<file path="config.mk">
export PLATFORM = sky130hd
export DESIGN_NAME = sbpl_top
export DESIGN_NICKNAME = d
export VERILOG_FILES = /design/src/sbpl_pkg.sv /design/src/sbpl_byte_if.sv /design/src/sbpl_uart.sv /design/src/sbpl_top.sv
export SDC_FILE = /design/constraint.sdc
export NUM_CORES = 1
export LEC_CHECK = 0
export ABC_AREA = 1
export ABC_CLOCK_PERIOD_IN_PS = 2970
export BUFFER_PORTS_ARGS = -buffer_cell sky130_fd_sc_hd__buf_4
export CAP_MARGIN = 20
export CORE_MARGIN = 2
export CORE_UTILIZATION = 43
export DETAILED_ROUTE_END_ITERATION = 10
export PLACE_DENSITY = 0.64
export SYNTH_ARGS = -nofsm -noshare
export SYNTH_HDL_FRONTEND = slang
export SYNTH_SLANG_ARGS = --single-unit
</file>
<file path="constraint.sdc">
create_clock -name clk_in -period 2.97 [get_ports clk_in]
set_input_delay 0.1485 -clock clk_in [delete_from_list [all_inputs] [get_ports clk_in]]
set_output_delay 0.1485 -clock clk_in [all_outputs]
set_load 0.03 [all_outputs]
</file>
<file path="src/sbpl_pkg.sv">
package sbpl_pkg;
  localparam logic [7:0] SBPL_ACK_BYTE     = 8'hcc;
  localparam logic [7:0] SBPL_NAK_BYTE     = 8'h33;
  localparam logic [6:0] SBPL_I2C_ADDR     = 7'h42;
  localparam int         SBPL_BAUD_W       = 24;
  localparam logic [3:0] SBPL_AB_SPAN_FALLS = 4'h8;
  localparam logic [3:0] SBPL_AB_LAST_FALLS = 4'h9;
  localparam int         SBPL_AB_SHIFT     = 4;
  localparam logic [3:0] SBPL_DATA_BITS    = 4'h8;
  localparam logic [3:0] SBPL_FRAME_BITS   = 4'ha;
  localparam logic [7:0] SBPL_MIN_LEN      = 8'h02;
  localparam int         SBPL_PIN_RX       = 0;
  localparam int         SBPL_PIN_SCK      = 1;
  localparam int         SBPL_PIN_CSN      = 2;
  localparam int         SBPL_PIN_MOSI     = 3;
  localparam int         SBPL_PIN_SCL      = 4;
  localparam int         SBPL_PIN_SDA      = 5;
  localparam int         SBPL_PINS         = 6;

  typedef enum logic [1:0] {
    SBPL_PORT_NONE     = 2'b00,
    SBPL_PORT_ASYNC    = 2'b01,
    SBPL_PORT_SYNC     = 2'b10,
    SBPL_PORT_TWO_WIRE = 2'b11
  } sbpl_port_t;
endpackage : sbpl_pkg

</file>
<file path="src/sbpl_byte_if.sv">
`timescale 1ns/10ps
`default_nettype none
interface sbpl_byte_if;
  logic       rx_valid;
  logic [7:0] rx_data;
  logic       tx_valid;
  logic [7:0] tx_data;
  logic       tx_take;
  logic       locked;
  modport port (output rx_valid, output rx_data, output tx_take, output locked,
                input tx_valid, input tx_data);
  modport core (input rx_valid, input rx_data, input tx_take, input locked,
                output tx_valid, output tx_data);
endinterface : sbpl_byte_if
`default_nettype wire

</file>
<file path="src/sbpl_uart.sv">
`timescale 1ns/10ps
`default_nettype none
module sbpl_uart
  import sbpl_pkg::*;
(
  input  wire logic clk_in,
  input  wire logic nrst_in,
  input  wire logic rx_in,
  input  wire logic en_in,
  output var  logic tx_out,
  sbpl_byte_if.port bus
);
  typedef enum logic [2:0] {
    SBPL_AB_IDLE = 3'b000,
    SBPL_AB_MEAS = 3'b001,
    SBPL_AB_TAIL = 3'b010,
    SBPL_AB_CONF = 3'b011,
    SBPL_RUN     = 3'b100
  } sbpl_ab_t;

  sbpl_ab_t               st_q, st_d;
  logic [SBPL_BAUD_W-1:0] cnt_q, cnt_d, bit_q, bit_d, rcnt_q, rcnt_d, tcnt_q, tcnt_d;
  logic [3:0]             falls_q, falls_d, rbit_q, rbit_d, tbit_q, tbit_d;
  logic [7:0]             rsh_q, rsh_d;
  logic [9:0]             tsh_q, tsh_d;
  logic                   prev_q, rxb_q, rxb_d, tbusy_q, tbusy_d, conf_q, conf_d;
  logic                   tx_q, tx_d, rv_q, rv_d, take_d, take_q;
  logic                   fall;

  assign fall         = prev_q & ~rx_in;
  assign bus.rx_valid = rv_q;
  assign bus.rx_data  = rsh_q;
  assign bus.tx_take  = take_q;
  assign bus.locked   = (st_q == SBPL_RUN);
  assign tx_out       = tx_q;

  always_comb begin
    st_d = st_q; cnt_d = cnt_q; bit_d = bit_q; falls_d = falls_q;
    rcnt_d = rcnt_q; rbit_d = rbit_q; rsh_d = rsh_q; rxb_d = rxb_q; rv_d = 1'b0;
    tcnt_d = tcnt_q; tbit_d = tbit_q; tsh_d = tsh_q; tbusy_d = tbusy_q;
    conf_d = conf_q; tx_d = tx_q; take_d = 1'b0;
    unique case (st_q)
      SBPL_AB_IDLE: if (en_in && fall) begin
        st_d = SBPL_AB_MEAS; cnt_d = '0; falls_d = '0;
      end
      SBPL_AB_MEAS: begin
        cnt_d = cnt_q + 1'b1;
        if (&cnt_q || !en_in) st_d = SBPL_AB_IDLE;
        else if (fall) begin
          falls_d = falls_q + 1'b1;
          if (falls_q == SBPL_AB_SPAN_FALLS - 4'h1) begin
            bit_d = cnt_q >> SBPL_AB_SHIFT;
            st_d  = SBPL_AB_TAIL;
          end
        end
      end
      SBPL_AB_TAIL: if (fall) begin
        falls_d = falls_q + 1'b1;
        if (falls_q == SBPL_AB_LAST_FALLS - 4'h1) begin
          st_d = SBPL_AB_CONF; cnt_d = '0;
        end
      end
      SBPL_AB_CONF: begin
        cnt_d = cnt_q + 1'b1;
        if (cnt_q >= {bit_q[SBPL_BAUD_W-2:0], 1'b0}) begin
          st_d = SBPL_RUN; conf_d = 1'b1;
        end
      end
      SBPL_RUN: begin
        if (!rxb_q) begin
          if (fall) begin rxb_d = 1'b1; rcnt_d = '0; rbit_d = '0; end
        end else if ((rbit_q == 4'h0) ? (rcnt_q >= (bit_q >> 1)) : (rcnt_q >= bit_q)) begin
          rcnt_d = '0;
          rbit_d = rbit_q + 1'b1;
          if (rbit_q == 4'h0 && rx_in) rxb_d = 1'b0;
          else if (rbit_q == SBPL_DATA_BITS + 4'h1) begin
            rxb_d = 1'b0;
            rv_d  = rx_in;
          end else if (rbit_q != 4'h0) rsh_d = {rx_in, rsh_q[7:1]};
        end else rcnt_d = rcnt_q + 1'b1;
      end
      default: st_d = SBPL_AB_IDLE;
    endcase
    if (!tbusy_q) begin
      if (conf_q) begin
        tsh_d = {1'b1, SBPL_ACK_BYTE, 1'b0}; tbusy_d = 1'b1; conf_d = 1'b0;
        tcnt_d = '0; tbit_d = '0;
      end else if (st_q == SBPL_RUN && bus.tx_valid) begin
        tsh_d = {1'b1, bus.tx_data, 1'b0}; tbusy_d = 1'b1; take_d = 1'b1;
        tcnt_d = '0; tbit_d = '0;
      end
    end else if (tcnt_q == '0) begin
      tx_d = tsh_q[0];
      tsh_d = {1'b1, tsh_q[9:1]};
      tcnt_d = tcnt_q + 1'b1;
      if (tbit_q == SBPL_FRAME_BITS) tbusy_d = 1'b0;
    end else if (tcnt_q >= bit_q) begin
      tcnt_d = '0; tbit_d = tbit_q + 1'b1;
    end else tcnt_d = tcnt_q + 1'b1;
  end

  always_ff @(posedge clk_in or negedge nrst_in) begin
    if (!nrst_in) begin
      st_q <= SBPL_AB_IDLE; cnt_q <= '0; bit_q <= '0; falls_q <= '0;
      rcnt_q <= '0; rbit_q <= '0; rsh_q <= '0; rxb_q <= 1'b0; rv_q <= 1'b0;
      tcnt_q <= '0; tbit_q <= '0; tsh_q <= '1; tbusy_q <= 1'b0;
      conf_q <= 1'b0; tx_q <= 1'b1; take_q <= 1'b0; prev_q <= 1'b1;
    end else begin
      st_q <= st_d; cnt_q <= cnt_d; bit_q <= bit_d; falls_q <= falls_d;
      rcnt_q <= rcnt_d; rbit_q <= rbit_d; rsh_q <= rsh_d; rxb_q <= rxb_d; rv_q <= rv_d;
      tcnt_q <= tcnt_d; tbit_q <= tbit_d; tsh_q <= tsh_d; tbusy_q <= tbusy_d;
      conf_q <= conf_d; tx_q <= tx_d; take_q <= take_d; prev_q <= rx_in;
    end
  end
endmodule : sbpl_uart
`default_nettype wire

</file>
<file path="src/sbpl_top.sv">
`timescale 1ns/10ps
`default_nettype none
module sbpl_top
  import sbpl_pkg::*;
(
  input  wire logic       clk_in,
  input  wire logic       nrst_in,
  input  wire logic       uart_rx_in,
  output var  logic       uart_tx_out,
  input  wire logic       spi_sck_in,
  input  wire logic       spi_cs_n_in,
  input  wire logic       spi_mosi_in,
  output var  logic       spi_miso_out,
  input  wire logic       i2c_scl_in,
  input  wire logic       i2c_sda_in,
  output var  logic       i2c_sda_out,
  output var  logic       i2c_sda_oe_n_out,
  input  wire logic       tx_start_in,
  input  wire logic [7:0] tx_len_in,
  input  wire logic [7:0] tx_byte_in,
  output var  logic [7:0] tx_index_out,
  output var  logic       tx_busy_out,
  output var  logic       tx_acked_out,
  output var  logic       tx_nacked_out,
  output var  logic [7:0] rx_byte_out,
  output var  logic       rx_byte_valid_out,
  output var  logic       rx_done_out,
  output var  logic       rx_good_out,
  output var  logic [1:0] active_port_out
);
  typedef enum logic [2:0] {
    SBPL_I2C_IDLE = 3'b000,
    SBPL_I2C_ADDR = 3'b001,
    SBPL_I2C_AACK = 3'b010,
    SBPL_I2C_WR   = 3'b011,
    SBPL_I2C_WACK = 3'b100,
    SBPL_I2C_RD   = 3'b101,
    SBPL_I2C_RACK = 3'b110
  } sbpl_i2c_t;
  typedef enum logic [1:0] {
    SBPL_R_LEN  = 2'b00,
    SBPL_R_SUM  = 2'b01,
    SBPL_R_DATA = 2'b10
  } sbpl_rx_t;
  typedef enum logic [2:0] {
    SBPL_T_IDLE = 3'b000,
    SBPL_T_SUM  = 3'b001,
    SBPL_T_LEN  = 3'b010,
    SBPL_T_CHK  = 3'b011,
    SBPL_T_DATA = 3'b100,
    SBPL_T_ACK  = 3'b101
  } sbpl_tx_t;

  function automatic logic [7:0] sbpl_pick(input logic v, input logic [7:0] d);
    sbpl_pick = v ? d : 8'h00;
  endfunction : sbpl_pick

  // pin synchronisers
  logic [SBPL_PINS-1:0] s1_q, s2_q, s3_q;
  always_ff @(posedge clk_in or negedge nrst_in) begin
    if (!nrst_in) begin
      s1_q <= '1; s2_q <= '1; s3_q <= '1;
    end else begin
      s1_q <= {i2c_sda_in, i2c_scl_in, spi_mosi_in, spi_cs_n_in, spi_sck_in, uart_rx_in};
      s2_q <= s1_q; s3_q <= s2_q;
    end
  end
  logic sck_rise, sck_fall, scl_rise, scl_fall, i2c_start, i2c_stop, cs_act;
  assign sck_rise  = s2_q[SBPL_PIN_SCK] & ~s3_q[SBPL_PIN_SCK];
  assign sck_fall  = ~s2_q[SBPL_PIN_SCK] & s3_q[SBPL_PIN_SCK];
  assign scl_rise  = s2_q[SBPL_PIN_SCL] & ~s3_q[SBPL_PIN_SCL];
  assign scl_fall  = ~s2_q[SBPL_PIN_SCL] & s3_q[SBPL_PIN_SCL];
  assign i2c_start = s2_q[SBPL_PIN_SCL] & s3_q[SBPL_PIN_SCL]
                     & ~s2_q[SBPL_PIN_SDA] & s3_q[SBPL_PIN_SDA];
  assign i2c_stop  = s2_q[SBPL_PIN_SCL] & s3_q[SBPL_PIN_SCL]
                     & s2_q[SBPL_PIN_SDA] & ~s3_q[SBPL_PIN_SDA];
  assign cs_act    = ~s2_q[SBPL_PIN_CSN];

  // port selection and shared byte queue
  sbpl_port_t sel_q, sel_d;
  logic       txq_v_q, txq_v_d;
  logic [7:0] txq_d_q, txq_d_d;
  logic       spi_rv, i2c_rv, i2c_hit, spi_take, i2c_take, rx_v, tx_take;
  logic [7:0] spi_rd, i2c_rd, rx_d;
  sbpl_byte_if ubus ();
  assign ubus.tx_valid = txq_v_q & (sel_q == SBPL_PORT_ASYNC);
  assign ubus.tx_data  = txq_d_q;

  sbpl_uart u_uart (
    .clk_in  (clk_in),
    .nrst_in (nrst_in),
    .rx_in   (s2_q[SBPL_PIN_RX]),
    .en_in   (sel_q == SBPL_PORT_NONE || sel_q == SBPL_PORT_ASYNC),
    .tx_out  (uart_tx_out),
    .bus     (ubus)
  );

  always_comb begin
    sel_d = sel_q;
    if (sel_q == SBPL_PORT_NONE) begin
      if (ubus.locked) sel_d = SBPL_PORT_ASYNC;
      else if (spi_rv) sel_d = SBPL_PORT_SYNC;
      else if (i2c_hit) sel_d = SBPL_PORT_TWO_WIRE;
    end
    unique case (sel_q)
      SBPL_PORT_ASYNC:    begin rx_v = ubus.rx_valid; rx_d = ubus.rx_data; tx_take = ubus.tx_take; end
      SBPL_PORT_SYNC:     begin rx_v = spi_rv; rx_d = spi_rd; tx_take = spi_take; end
      SBPL_PORT_TWO_WIRE: begin rx_v = i2c_rv; rx_d = i2c_rd; tx_take = i2c_take; end
      default:            begin rx_v = 1'b0; rx_d = 8'h00; tx_take = 1'b0; end
    endcase
  end

  // sync serial slave, idle-high clock, drive on fall, sample on rise
  logic [3:0] sp_cnt_q, sp_cnt_d;
  logic [7:0] sp_rsh_q, sp_rsh_d, sp_tsh_q, sp_tsh_d;
  logic       sp_miso_q, sp_miso_d, sp_rv_q, sp_rv_d, sp_take_q, sp_take_d;
  logic       sp_en;
  assign sp_en  = (sel_q == SBPL_PORT_NONE || sel_q == SBPL_PORT_SYNC) && cs_act;
  assign spi_rv = sp_rv_q;
  assign spi_rd = sp_rsh_q;
  assign spi_take = sp_take_q;
  always_comb begin
    sp_cnt_d = sp_cnt_q; sp_rsh_d = sp_rsh_q; sp_tsh_d = sp_tsh_q;
    sp_miso_d = sp_miso_q; sp_rv_d = 1'b0; sp_take_d = 1'b0;
    if (!sp_en) begin
      sp_cnt_d = '0; sp_miso_d = 1'b1;
    end else if (sck_fall) begin
      if (sp_cnt_q == 4'h0) begin
        sp_tsh_d  = {sbpl_pick(txq_v_q, txq_d_q)} << 1;
        sp_miso_d = sbpl_pick(txq_v_q, txq_d_q) >> 7 != 8'h00;
        sp_take_d = txq_v_q && (sel_q == SBPL_PORT_SYNC);
      end else begin
        sp_miso_d = sp_tsh_q[7];
        sp_tsh_d  = {sp_tsh_q[6:0], 1'b0};
      end
    end else if (sck_rise) begin
      sp_rsh_d = {sp_rsh_q[6:0], s2_q[SBPL_PIN_MOSI]};
      if (sp_cnt_q == SBPL_DATA_BITS - 4'h1) begin
        sp_cnt_d = '0;
        sp_rv_d  = 1'b1;
      end else sp_cnt_d = sp_cnt_q + 1'b1;
    end
  end
  always_ff @(posedge clk_in or negedge nrst_in) begin
    if (!nrst_in) begin
      sp_cnt_q <= '0; sp_rsh_q <= '0; sp_tsh_q <= '0;
      sp_miso_q <= 1'b1; sp_rv_q <= 1'b0; sp_take_q <= 1'b0;
    end else begin
      sp_cnt_q <= sp_cnt_d; sp_rsh_q <= sp_rsh_d; sp_tsh_q <= sp_tsh_d;
      sp_miso_q <= sp_miso_d; sp_rv_q <= sp_rv_d; sp_take_q <= sp_take_d;
    end
  end
  assign spi_miso_out = sp_miso_q;

  // two-wire slave, edge driven so standard and fast rates both work
  sbpl_i2c_t  ic_st_q, ic_st_d;
  logic [3:0] ic_cnt_q, ic_cnt_d;
  logic [7:0] ic_sh_q, ic_sh_d;
  logic       ic_low_q, ic_low_d, ic_rw_q, ic_rw_d, ic_rv_q, ic_rv_d;
  logic       ic_take_q, ic_take_d, ic_hit_q, ic_hit_d, ic_en;
  assign ic_en    = (sel_q == SBPL_PORT_NONE || sel_q == SBPL_PORT_TWO_WIRE);
  assign i2c_rv   = ic_rv_q;
  assign i2c_rd   = ic_sh_q;
  assign i2c_take = ic_take_q;
  assign i2c_hit  = ic_hit_q;
  always_comb begin
    ic_st_d = ic_st_q; ic_cnt_d = ic_cnt_q; ic_sh_d = ic_sh_q; ic_low_d = ic_low_q;
    ic_rw_d = ic_rw_q; ic_rv_d = 1'b0; ic_take_d = 1'b0; ic_hit_d = 1'b0;
    if (!ic_en || i2c_stop) begin
      ic_st_d = SBPL_I2C_IDLE; ic_low_d = 1'b0;
    end else if (i2c_start) begin
      ic_st_d = SBPL_I2C_ADDR; ic_cnt_d = '0; ic_low_d = 1'b0;
    end else if (scl_rise) begin
      if (ic_st_q == SBPL_I2C_ADDR || ic_st_q == SBPL_I2C_WR) begin
        ic_sh_d  = {ic_sh_q[6:0], s2_q[SBPL_PIN_SDA]};
        ic_cnt_d = ic_cnt_q + 1'b1;
      end else if (ic_st_q == SBPL_I2C_RD) ic_cnt_d = ic_cnt_q + 1'b1;
      else if (ic_st_q == SBPL_I2C_RACK && s2_q[SBPL_PIN_SDA]) ic_st_d = SBPL_I2C_IDLE;
    end else if (scl_fall) begin
      unique case (ic_st_q)
        SBPL_I2C_ADDR: if (ic_cnt_q == SBPL_DATA_BITS) begin
          if (ic_sh_q[7:1] == SBPL_I2C_ADDR) begin
            ic_low_d = 1'b1; ic_rw_d = ic_sh_q[0]; ic_hit_d = 1'b1;
            ic_st_d = SBPL_I2C_AACK;
          end else ic_st_d = SBPL_I2C_IDLE;
        end
        SBPL_I2C_WR: if (ic_cnt_q == SBPL_DATA_BITS) begin
          ic_low_d = 1'b1; ic_rv_d = 1'b1; ic_st_d = SBPL_I2C_WACK;
        end
        SBPL_I2C_AACK, SBPL_I2C_RACK: begin
          ic_cnt_d = '0;
          if (ic_rw_q) begin
            ic_sh_d   = sbpl_pick(txq_v_q, txq_d_q);
            ic_low_d  = ~sbpl_pick(txq_v_q, txq_d_q) >> 7 != 8'h00;
            ic_take_d = txq_v_q && (sel_q == SBPL_PORT_TWO_WIRE);
            ic_st_d   = SBPL_I2C_RD;
          end else begin
            ic_low_d = 1'b0; ic_st_d = SBPL_I2C_WR;
          end
        end
        SBPL_I2C_WACK: begin
          ic_low_d = 1'b0; ic_cnt_d = '0; ic_st_d = SBPL_I2C_WR;
        end
        SBPL_I2C_RD: if (ic_cnt_q == SBPL_DATA_BITS) begin
          ic_low_d = 1'b0; ic_st_d = SBPL_I2C_RACK;
        end else begin
          ic_sh_d  = {ic_sh_q[6:0], 1'b0};
          ic_low_d = ~ic_sh_q[6];
        end
        default: ic_low_d = 1'b0;
      endcase
    end
  end
  always_ff @(posedge clk_in or negedge nrst_in) begin
    if (!nrst_in) begin
      ic_st_q <= SBPL_I2C_IDLE; ic_cnt_q <= '0; ic_sh_q <= '0; ic_low_q <= 1'b0;
      ic_rw_q <= 1'b0; ic_rv_q <= 1'b0; ic_take_q <= 1'b0; ic_hit_q <= 1'b0;
    end else begin
      ic_st_q <= ic_st_d; ic_cnt_q <= ic_cnt_d; ic_sh_q <= ic_sh_d; ic_low_q <= ic_low_d;
      ic_rw_q <= ic_rw_d; ic_rv_q <= ic_rv_d; ic_take_q <= ic_take_d; ic_hit_q <= ic_hit_d;
    end
  end
  assign i2c_sda_out      = 1'b0;
  assign i2c_sda_oe_n_out = ~ic_low_q;

  // packet framer, common to all ports
  sbpl_rx_t   r_st_q, r_st_d;
  sbpl_tx_t   t_st_q, t_st_d;
  logic [7:0] r_cnt_q, r_cnt_d, r_sum_q, r_sum_d, r_exp_q, r_exp_d, r_fin;
  logic [7:0] t_idx_q, t_idx_d, t_sum_q, t_sum_d, t_len_q, t_len_d;
  logic       rep_v_q, rep_v_d, fin;
  logic [7:0] rep_d_q, rep_d_d, ob_q, ob_d;
  logic       obv_q, obv_d, dn_q, dn_d, gd_q, gd_d, ak_q, ak_d, nk_q, nk_d;
  always_comb begin
    r_st_d = r_st_q; r_cnt_d = r_cnt_q; r_sum_d = r_sum_q; r_exp_d = r_exp_q;
    t_st_d = t_st_q; t_idx_d = t_idx_q; t_sum_d = t_sum_q; t_len_d = t_len_q;
    rep_v_d = rep_v_q; rep_d_d = rep_d_q; ob_d = ob_q; obv_d = 1'b0;
    dn_d = 1'b0; gd_d = gd_q; ak_d = 1'b0; nk_d = 1'b0; fin = 1'b0; r_fin = r_sum_q;
    txq_v_d = txq_v_q & ~tx_take; txq_d_d = txq_d_q;
    if (rx_v) begin
      if (t_st_q == SBPL_T_ACK) begin
        if (rx_d != 8'h00) begin
          ak_d = (rx_d == SBPL_ACK_BYTE); nk_d = (rx_d != SBPL_ACK_BYTE);
          t_st_d = SBPL_T_IDLE;
        end
      end else begin
        unique case (r_st_q)
          SBPL_R_LEN: if (rx_d == 8'h01) begin
            rep_v_d = 1'b1; rep_d_d = SBPL_NAK_BYTE; dn_d = 1'b1; gd_d = 1'b0;
          end else if (rx_d != 8'h00) begin
            r_cnt_d = rx_d - SBPL_MIN_LEN; r_st_d = SBPL_R_SUM;
          end
          SBPL_R_SUM: begin
            r_exp_d = rx_d; r_sum_d = 8'h00; r_fin = 8'h00;
            if (r_cnt_q == 8'h00) fin = 1'b1;
            else r_st_d = SBPL_R_DATA;
          end
          default: begin
            r_fin = r_sum_q + rx_d;
            r_sum_d = r_fin; r_cnt_d = r_cnt_q - 8'h01;
            ob_d = rx_d; obv_d = 1'b1;
            if (r_cnt_q == 8'h01) fin = 1'b1;
          end
        endcase
        if (fin) begin
          rep_v_d = 1'b1; dn_d = 1'b1; gd_d = (r_fin == r_exp_d);
          rep_d_d = (r_fin == r_exp_d) ? SBPL_ACK_BYTE : SBPL_NAK_BYTE;
          r_st_d = SBPL_R_LEN;
        end
      end
    end
    if (t_st_q == SBPL_T_IDLE && tx_start_in && tx_len_in >= SBPL_MIN_LEN) begin
      t_len_d = tx_len_in; t_idx_d = 8'h00; t_sum_d = 8'h00;
      t_st_d = (tx_len_in == SBPL_MIN_LEN) ? SBPL_T_LEN : SBPL_T_SUM;
    end else if (t_st_q == SBPL_T_SUM) begin
      t_sum_d = t_sum_q + tx_byte_in;
      t_idx_d = t_idx_q + 8'h01;
      if (t_idx_q == t_len_q - 8'h03) begin t_idx_d = 8'h00; t_st_d = SBPL_T_LEN; end
    end
    if (!txq_v_d) begin
      if (rep_v_q) begin
        txq_v_d = 1'b1; txq_d_d = rep_d_q; rep_v_d = 1'b0;
      end else if (t_st_q == SBPL_T_LEN) begin
        txq_v_d = 1'b1; txq_d_d = t_len_q; t_st_d = SBPL_T_CHK;
      end else if (t_st_q == SBPL_T_CHK) begin
        txq_v_d = 1'b1; txq_d_d = t_sum_q;
        t_st_d = (t_len_q == SBPL_MIN_LEN) ? SBPL_T_ACK : SBPL_T_DATA;
      end else if (t_st_q == SBPL_T_DATA) begin
        txq_v_d = 1'b1; txq_d_d = tx_byte_in; t_idx_d = t_idx_q + 8'h01;
        if (t_idx_q == t_len_q - 8'h03) t_st_d = SBPL_T_ACK;
      end
    end
  end
  always_ff @(posedge clk_in or negedge nrst_in) begin
    if (!nrst_in) begin
      sel_q <= SBPL_PORT_NONE; txq_v_q <= 1'b0; txq_d_q <= '0;
      r_st_q <= SBPL_R_LEN; r_cnt_q <= '0; r_sum_q <= '0; r_exp_q <= '0;
      t_st_q <= SBPL_T_IDLE; t_idx_q <= '0; t_sum_q <= '0; t_len_q <= '0;
      rep_v_q <= 1'b0; rep_d_q <= '0; ob_q <= '0; obv_q <= 1'b0;
      dn_q <= 1'b0; gd_q <= 1'b0; ak_q <= 1'b0; nk_q <= 1'b0;
    end else begin
      sel_q <= sel_d; txq_v_q <= txq_v_d; txq_d_q <= txq_d_d;
      r_st_q <= r_st_d; r_cnt_q <= r_cnt_d; r_sum_q <= r_sum_d; r_exp_q <= r_exp_d;
      t_st_q <= t_st_d; t_idx_q <= t_idx_d; t_sum_q <= t_sum_d; t_len_q <= t_len_d;
      rep_v_q <= rep_v_d; rep_d_q <= rep_d_d; ob_q <= ob_d; obv_q <= obv_d;
      dn_q <= dn_d; gd_q <= gd_d; ak_q <= ak_d; nk_q <= nk_d;
    end
  end
  assign tx_index_out      = t_idx_q;
  assign tx_busy_out       = (t_st_q != SBPL_T_IDLE);
  assign tx_acked_out      = ak_q;
  assign tx_nacked_out     = nk_q;
  assign rx_byte_out       = ob_q;
  assign rx_byte_valid_out = obv_q;
  assign rx_done_out       = dn_q;
  assign rx_good_out       = gd_q;
  assign active_port_out   = sel_q;
endmodule : sbpl_top
`default_nettype wire

</file>
==> results of run 1 <==
sequential cells by signal, summed over array words and instances (netlist names), 9 cells and up:
name,cells
u_uart.bit_q,20
u_uart.tsh_q,9
u_uart.cnt_q,24
u_uart.rcnt_q,24
u_uart.tcnt_q,24
stage by stage:
stage | worst slack (ns) | total power (uW) | utilization (%) | setup TNS, ns | hold WS, ns
2_1_floorplan | 0.103 | 8130 | - | 0 | -0.147
3_3_place_gp | 0.140 | 9400 | 46.8 | 0 | 0.198
3_5_place_dp | 0.131 | 9520 | 46.8 | 0 | 0.201
4_1_cts | 0.112 | 14300 | 50.6 | 0 | 0.0274
5_1_grt | -0.0450 | 15200 | 50.8 | -0.0602 | 0.0943
6_report | 0.151 | 14200 | 50.8 | 0 | 0.0497
power groups by stage:
stage                     logic [uW]  clock network, uW  registers [uW]
after floorplan                 3250                  0            4880
after global placement          4450                  0            4950
after detailed placement        4550                  0            4970
after CTS                       4600               4780            4910
after global routing            5300               4910            4990
final                           4610               4680            4910
cell usage in the layout (no fill, tap or decap), drive strengths merged, types with 9 or more instances in the layout:
cell | synthesis | final
nand3 | 127 | 127
nor3 | 46 | 46
xor2 | 34 | 34
a31oi | 9 | 9
nor4 | 17 | 17
dfrtp | 240 | 240
buf | 25 | 87
dfstp | 27 | 27
inv | 274 | 275
clkbuf | 17 | 33
o21ai | 173 | 173
dlygate4sd3 | 0 | 19
xnor2 | 12 | 12
o21a | 12 | 12
nand2 | 525 | 525
nor2 | 209 | 209
o22ai | 12 | 12
ha | 121 | 121
bufinv | 0 | 13
a21oi | 146 | 146
nand4 | 52 | 52
routing by layer:
layer	GRT usage (%)	share of wire, %
met1	27.5	46
met2	35.6	47
met3	2.33	3.7
met4	6.02	2.9
met5	0	0
worst reg2reg max path: stages, from the launching register on:
cell     delay, ns
dfrtp_2       0.43
ha_1          0.25
nand2_1       0.10
nand3_2       0.10
nand2_2       0.10
inv_1         0.07
ha_4          0.17
fa_2          0.40
or2_2         0.29
nand2_2       0.08
nand4_1       0.09
nand2_1       0.07
nand2_1       0.05
nor2_1        0.11
nand2_1       0.06
nor2_1        0.10
nand3_1       0.12
nand2_1       0.09
nand2_1       0.04
cell families (layout without fill, tap and decap cells):
kind of cell	Yosys count	in the layout
AND/OR/NAND/NOR	998	998
multiplexers	1	1
XOR/XNOR	46	46
adder cells (fa/ha/maj)	123	123
buffers and inverters	317	437
AO/OA/AOI/OAI	391	391
other	1	1
flip-flops	267	267
worst max path at each step:
stage | cells past startpoint | slack [ns] | end | from
global placement | 19 | 0.14 | rep_d_q[5] | active_port_out[0]
finish | 18 | 0.15 | rep_d_q[5] | active_port_out[0]
detailed placement | 18 | 0.13 | rep_d_q[5] | active_port_out[0]
global route | 20 | -0.04 | rep_d_q[5] | active_port_out[1]
CTS | 18 | 0.11 | rep_d_q[5] | active_port_out[0]
floorplan | 20 | 0.10 | rep_d_q[5] | active_port_out[1]
repair_timing:
action	in CTS	in global routing
buffers inserted	0	1
endpoints found under the setup margin	0	2
gates resized for setup	0	16
hold buffers	19	0
hold endpoints to repair	91	0
final cells by class:
class	count	area (um2)
Clock buffer	33	803
Clock inverter	23	454
Fill cell	3618	18600
Inverter	275	1040
Multi-Input combinational cell	1560	8640
Sequential cell	267	6720
Tap cell	511	639
Timing Repair Buffer	106	880
==> run summary, run 1 <==
Iteration-0 DRC Markers: 901
Synth area leaders: dfrtp_1, nand2_1, ha_1
Ant diodes: 0
Die W: 200 um
CP Data Arrival Time: 3.29 ns
Top FF cell, synth: dfrtp_1
Logic pwr share: 32.5%
Hold Path Class: in2reg
Area Growth Syn to Fin: 15.8%
Crit path cell chain: ha_1, nand2_1, nand3_2, nand2_2, inv_1, ha_4, fa_2, or2_2, nand2_2, nand4_1, nand2_1, nand2_1, nor2_1, nand2_1, nor2_1, nand3_1, nand2_1, nand2_1
Most Frequent Cell on Critical Path: nand2_1
H-tree levels: 1
Fin nets: 2,388
Tmin final: 2.82 ns
Clock Latency Late Sink: 0.58 ns
Worst path top cell family by delay: simple AND/OR/NAND/NOR gates
MaxCap Viol Count: 0
Most common cell in the netlist: nand2_1
Post-route cell area: 19,200 um2
CP startpoint kind: register
# clock sinks: 267
Tot GR Track Use: 20.7%
DR vias/cell: 5.21
Placed wire-length estimate: 31,000 um
Seq cells post-synth: 267
Switching pwr: 5230 uW
Die Area: 40,100 um2
Row cnt: 71
Die Y: 200 um
Vias in the first global route: 14,200
Worst Path Required: 3.45 ns
Hold Path End: t_sum_q[4]
Slowest-stage cell, CP: dfrtp_2
Post-Syn Area: 16,500 um2
Mapped Nets: 2,292
Mux cell area share after synthesis: 0.0680%
Setup crit end kind: register
Maximum clock rate: 0.355 GHz
Sequential Power Share: 34.6%
Most common library cells after synthesis: nand2_1, inv_1, dfrtp_1
Async SR Flop Fraction: 100%
Most area-hungry cell type in the Yosys netlist: dfrtp_1
Hold_sp: tx_byte_in[4]
R2R cell count: 18
Worst path bufs/invs: 1
Peak VDD IR: 0.549 mV
CTS buffer count: 30
Placed instance count: 2,699
Worst hold path stage count: 4
Net Sw Frac: 36.9%
Drt pass-1 iters: 6
Post-route clock skew: 0.0213 ns
Cell-internal power: 8970 uW
CTS tree: built
Top cell type's share of synthesized area: 36.3%
Worst-case clock buffer depth: 3
Vias: 14,400
Worst Path Class, Setup: reg2reg
Port bufs: 51
DRC: 0
Final wirelength: 41,000 um
Worst-margin pin slew: 0.671 ns
Initial Utilization: 43.8%
Status: finished clean
Reg2Reg Setup Slack: 0.15 ns
Post-synthesis compound-gate area fraction: 13.1%
Core footprint: 37,800 um2
Root Buffer Master: clkbuf_16
Distinct cells, synth: 64
Share of layout cells above drive strength 1: 11.5%
Worst-path clk slew: 0.06 ns
Post-DRT Antenna Nets: 0
Max Slew Vio Count: 0
Fin cells: 2,775
Initial antenna violation count: 0
Largest family of logic cells by synthesized area: simple AND/OR/NAND/NOR gates
FF-to-FF Start: active_port_out[0]
Gpl congestion: 0.936
Grt ovf: 0
Reg-to-Reg End: rep_d_q[5]
Tcrit/Tclk final: 94.9%
Post-placement cell area: 17,700 um2
Adder-Cell Fraction of Synth Area: 9.39%
Leakage: 0.00932 uW
Post-synthesis cell count: 2,144
# IOs: 53
Seq/Total Area, Yosys: 40.6%
Number of synthesized flops with an enable pin: 0
Synth Area in XOR/XNOR: 2.43%
Mean Syn Cell Area: 7.72 um2
Ys Warns: 0
Slowest stage delay, CP: 0.43 ns
Hold Vio Cnt, Final: 0
Final setup vio count: 0
PwrDens: 741 nW/um2
Global-route wire length before repair: 69,800 um
Largest net degree at the start of global routing: 84
Crit path max fanout: 4
Clock network power share: 32.9%
WL/cell: 14.8 um
Worst slew margin: 55.2%
Simple-Gate Fraction of Synth Area: 26.9%
No activity file was read; power rests on OpenSTA's default activity.
==> run 2: changes to the inputs <==
Settings changed: CELL_PAD_IN_SITES_DETAIL_PLACEMENT set to 1, CELL_PAD_IN_SITES_GLOBAL_PLACEMENT set to 1, PLACE_DENSITY 0.64 to 0.79.
==> run 2 against run 1 <==
Combinational power up 5.4%; critical path type unchanged; die area unchanged; clock-buffer cell count up 7; largest power group unchanged; via count up 3.6%; sequential cell count unchanged; highest routed layer unchanged; largest cell class unchanged; worst hold slack worse by 0.0048 ns.
==> run summary, run 2 (synthesis gave the netlist of run 1 again) <==
# IOs: 53
Top Registers: u_uart.cnt_q (24), u_uart.rcnt_q (24), u_uart.tcnt_q (24)
Largest net degree at the start of global routing: 83
Logic pwr share: 34.3%
Row cnt: 71
Placed instance count: 2,699
CP startpoint kind: register
Maximum clock rate: 0.359 GHz
Cell-internal power: 8650 uW
Die Area: 40,100 um2
Port bufs: 51
Initial antenna violation count: 0
Core footprint: 37,800 um2
Drt pass-1 iters: 6
Hold Slack: 0.0449 ns
Final wirelength: 48,500 um
MaxCap Viol Count: 0
Die W: 200 um
Sequential Power Share: 34.9%
Final setup vio count: 0
Die Y: 200 um
Clock network power share: 30.8%
CTS buffer count: 31
Vias in the first global route: 15,800
Tmin final: 2.79 ns
Worst slew margin: 53.9%
CP Data Arrival Time: 3.27 ns
Status: finished clean
Post-Place Setup Slack: 0.0359 ns
# clock sinks: 267
Tot Pwr: 14,200 uW
Post-route clock skew: 0.0146 ns
Setup crit end kind: register
Worst-margin pin slew: 0.691 ns
Leakage: 0.00930 uW
Tcrit/Tclk final: 93.9%
Hold Vio Cnt, Final: 0
Post-DRT Antenna Nets: 0
Global-route wire length before repair: 80,500 um
Worst Path Required: 3.45 ns
Crit path max fanout: 4
Worst Path Class, Setup: reg2reg
H-tree levels: 1
Final WS setup: 0.181 ns
Worst-case clock buffer depth: 3
Initial Utilization: 43.8%
Clock Latency Late Sink: 0.59 ns
WL/cell: 17.5 um
Max Slew Vio Count: 0
Net Sw Frac: 38.9%
Area Growth Syn to Fin: 15.4%
Vias: 15,000
Iteration-0 DRC Markers: 611
DR vias/cell: 5.39
Placed wire-length estimate: 36,200 um
Commonest cells after routing, fill and taps aside: nand2_1, inv_1, dfrtp_1
Peak VDD IR: 0.536 mV
Tot GR Track Use: 24.1%
CTS tree: built
Gpl congestion: 0.883
DRC: 0
Fin nets: 2,389
Root Buffer Master: clkbuf_16
Grt ovf: 0
Setup TNS: 0 ns
Worst-path clk slew: 0.06 ns
Hold Path Class: in2reg
PwrDens: 741 nW/um2
Share of layout cells above drive strength 1: 11.7%
Switching pwr: 5510 uW
Ant diodes: 0
Commonest non-fill, non-tap cell in the layout: nand2_1
Fin cells: 2,776
-- run 2: metal layers --
layer | up-vias | track usage (%) | wire length [um]
li1 | 7283 | - | -
met1 | 7404 | 30.1 | 21100
met2 | 199 | 44.0 | 24900
met3 | 76 | 2.46 | 1240
met4 | 0 | 6.32 | 1220
met5 | - | 0 | 0
-- run 2: metrics by stage --
| stage | utilization (%) | area (um2) |
|---|---|---|
| after floorplan | - | 16600 |
| after global placement | 46.8 | 17700 |
| after detailed placement | 46.8 | 17700 |
| after CTS | 50.4 | 19000 |
| after global routing | 50.6 | 19100 |
| final | 50.6 | 19100 |
-- run 2: worst paths after layout --
check | start | end | slack (ns) | depth (start not counted)
max in group asynchronous | nrst_in | s1_q[3] | 1.95 | 3
hold reg to reg | s1_q[5] | s2_q[5] | 0.36 | 0
min in group asynchronous | nrst_in | u_uart.tcnt_q[9] | 0.16 | 2
setup / recovery | active_port_out[0] | rep_d_q[5] | 0.18 | 19
hold / removal | tx_byte_in[4] | t_sum_q[4] | 0.04 | 4
setup reg to reg | active_port_out[0] | rep_d_q[5] | 0.18 | 19
-- run 2: area by class of cell --
type,count,area (um2)
repair buffers,106,892
fillers,4637,18700
well taps,511,639
flip-flops and latches,267,6720
inverters,275,1040
clock inverters,17,274
clock buffers,40,890
multi-input cells,1560,8650
-- run 2: power groups by stage --
stage / Combinational (uW) / Clock (uW) / Sequential [uW]
after global routing: 5500 / 4570 / 5020
after floorplan: 3250 / 0 / 4880
after CTS: 4840 / 4450 / 4930
after detailed placement: 4780 / 0 / 4990
after global placement: 4570 / 0 / 4950
final: 4860 / 4360 / 4940
-- run 2: worst max-delay path: stages (launching register included) --
cell	delay [ns]
dfrtp_2	0.43
inv_2	0.06
ha_2	0.19
nand2_1	0.08
nand3_2	0.10
nand2_2	0.10
inv_1	0.05
ha_2	0.20
fa_2	0.42
or2_4	0.24
nand2_2	0.07
nand4_1	0.09
nand2_1	0.07
nand2_1	0.05
nor2_1	0.12
nand2_1	0.08
nor2_2	0.11
nand3_2	0.10
nand2_1	0.09
nand2_1	0.05
-- run 2: what timing repair did --
action	CTS	global route
hold buffers	19	0
setup endpoints to repair	0	2
gates resized for setup	0	23
setup buffers	0	1
hold endpoints to repair	96	0
==> run 3: changes to the inputs <==
Settings changed: CORE_ASPECT_RATIO set to 1.4.
==> run 3 against run 2 <==
Maximum frequency grew 0.41%; routed wire length is 3.4% higher; setup slack improved by 0.011 ns; first-iteration DRC count down 2.8%; sequential share of layout area rose by 0.31 points; clock power fell by 8.5%; worst hold slack improved by 0.025 ns; critical path depth fell by 1; non-clock buffer count fell by 2.
==> run summary, run 3 (synthesis gave the netlist of run 1 again) <==
Slowest-stage cell, CP: dfrtp_2
Vias in the first global route: 16,400
Ant diodes: 0
Switching pwr: 5530 uW
CTS buffer count: 29
Initial Utilization: 43.3%
Clock network power share: 28.8%
Drt pass-1 iters: 4
Cell-internal power: 8350 uW
H-tree levels: 1
Die W: 170 um
Die Y: 236 um
Most Frequent Cell on Critical Path: nand2_1
WL/cell: 18.3 um
Status: finished clean
Hold Path Class: in2reg
Crit path max fanout: 4
Clock Latency Late Sink: 0.57 ns
Top Registers: u_uart.cnt_q (24), u_uart.rcnt_q (24), u_uart.tcnt_q (24)
Tcrit/Tclk final: 93.5%
Port bufs: 51
CP startpoint kind: register
RSZ-0062 raised after global routing: false
Share of layout cells above drive strength 1: 11.2%
CP Data Arrival Time: 3.24 ns
Fin nets: 2,385
Worst Path Class, Setup: reg2reg
Post-DRT Antenna Nets: 0
MaxCap Viol Count: 0
Tot GR Track Use: 25.2%
Max Slew Vio Count: 0
Grt ovf: 0
Gpl congestion: 0.915
Sequential Power Share: 35.8%
Crit path cell chain: ha_2, nand2_1, nand3_1, nand2_1, inv_1, ha_1, fa_2, or2_2, nand2_1, nand4_1, nand2_1, nand2_1, nor2_1, nand2_1, nor2_1, nand3_1, nand2_1, nand2_1
Root Buffer Master: clkbuf_16
# IOs: 53
Setup TNS: 0 ns
Commonest non-fill, non-tap cell in the layout: nand2_1
Placed wire-length estimate: 38,100 um
Worst slew margin: 56.1%
Worst Path Required: 3.43 ns
Leakage: 0.00923 uW
Vias: 15,100
Peak VDD IR: 0.545 mV
Worst-case clock buffer depth: 3
Largest net degree at the start of global routing: 76
Die Area: 40,100 um2
Area Growth Syn to Fin: 14.4%
PwrDens: 733 nW/um2
Net Sw Frac: 39.8%
Hold Vio Cnt, Final: 0
DRC: 0
Core footprint: 38,200 um2
Maximum clock rate: 0.360 GHz
Fin cells: 2,738
Slowest stage delay, CP: 0.44 ns
Final setup vio count: 0
Post-CTS Setup Inserts: 0
DR vias/cell: 5.50
Setup crit end kind: register
Global-route wire length before repair: 82,000 um
Worst-path clk slew: 0.07 ns
Iteration-0 DRC Markers: 594
Row cnt: 85
Tmin final: 2.78 ns
# clock sinks: 267
Worst-margin pin slew: 0.658 ns
Final wirelength: 50,100 um
Commonest cells after routing, fill and taps aside: nand2_1, inv_1, dfrtp_1
Post-route clock skew: 0.0129 ns
Placed instance count: 2,665
CTS tree: built
Initial antenna violation count: 0
Logic pwr share: 35.4%
[run 3: changes by cell type in the layout (fill, tap and decap cells not counted), sizes merged]
cell,before,now
buf,87,85
bufinv,7,5
clkbuf,40,42
clkinv,8,7
clkinvlp,1,0
inv,276,275
[run 3: worst paths after layout]
kind / start / to / slack [ns] / cells past startpoint
hold / removal: tx_start_in / t_len_q[1] / 0.07 / 5
setup reg to reg: active_port_out[0] / rep_d_q[5] / 0.19 / 18
setup / recovery: active_port_out[0] / rep_d_q[5] / 0.19 / 18
hold reg to reg: s1_q[5] / s2_q[5] / 0.35 / 0
min in group asynchronous: nrst_in / u_uart.tcnt_q[9] / 0.15 / 2
max in group asynchronous: nrst_in / s2_q[0] / 1.95 / 3
[run 3: power groups by stage]
stage | clock network (uW) | logic, uW | registers [uW]
6_report | 3990 | 4910 | 4970
4_1_cts | 4080 | 4910 | 4960
3_5_place_dp | 0 | 4830 | 5020
3_3_place_gp | 0 | 4590 | 4990
5_1_grt | 4230 | 5520 | 5050
2_1_floorplan | 0 | 3250 | 4880
[run 3: stage by stage]
stage                     total power, uW  util, %  hold WS [ns]  instance area [um2]  setup slack [ns]
after global routing                14800     49.6        0.0960                18900           0.00516
after floorplan                      8130        -        -0.147                16600             0.103
after global placement               9580     46.2         0.178                17600             0.166
final                               13900     49.6        0.0695                18900             0.193
after CTS                           14000     49.4        0.0577                18900            0.0623
after detailed placement             9850     46.2         0.188                17600            0.0896
[run 3: area by class of cell]
type	instances	area [um2]
fill	4717	19200
clock inverter	12	189
multi-input combinational	1560	8640
inverter	275	1040
sequential	267	6720
tap	478	598
timing repair buffer	104	893
clock buffer	42	855
[run 3: what timing repair did]
item / in CTS / in global routing
hold buffers: 19 / 0
resized for setup: 0 / 18
endpoints found under the hold margin: 91 / 0
endpoints found under the setup margin: 0 / 2
[run 3: critical path, delay by kind of cell (launching register included)]
kind / cells / cell delay (ns)
adder cells (fa/ha/maj): 3 / 0.82
buffers and inverters: 1 / 0.05
flip-flops: 1 / 0.44
AND/OR/NAND/NOR: 14 / 1.37
[run 3: layer usage]
layer | track usage (%) | vias to the layer above | routed length (um)
met2 | 49.3 | 195 | 27400
met1 | 26.9 | 7457 | 19400
met4 | 10.9 | 0 | 2170
li1 | - | 7277 | -
met5 | 0 | - | 0
met3 | 2.60 | 123 | 1160
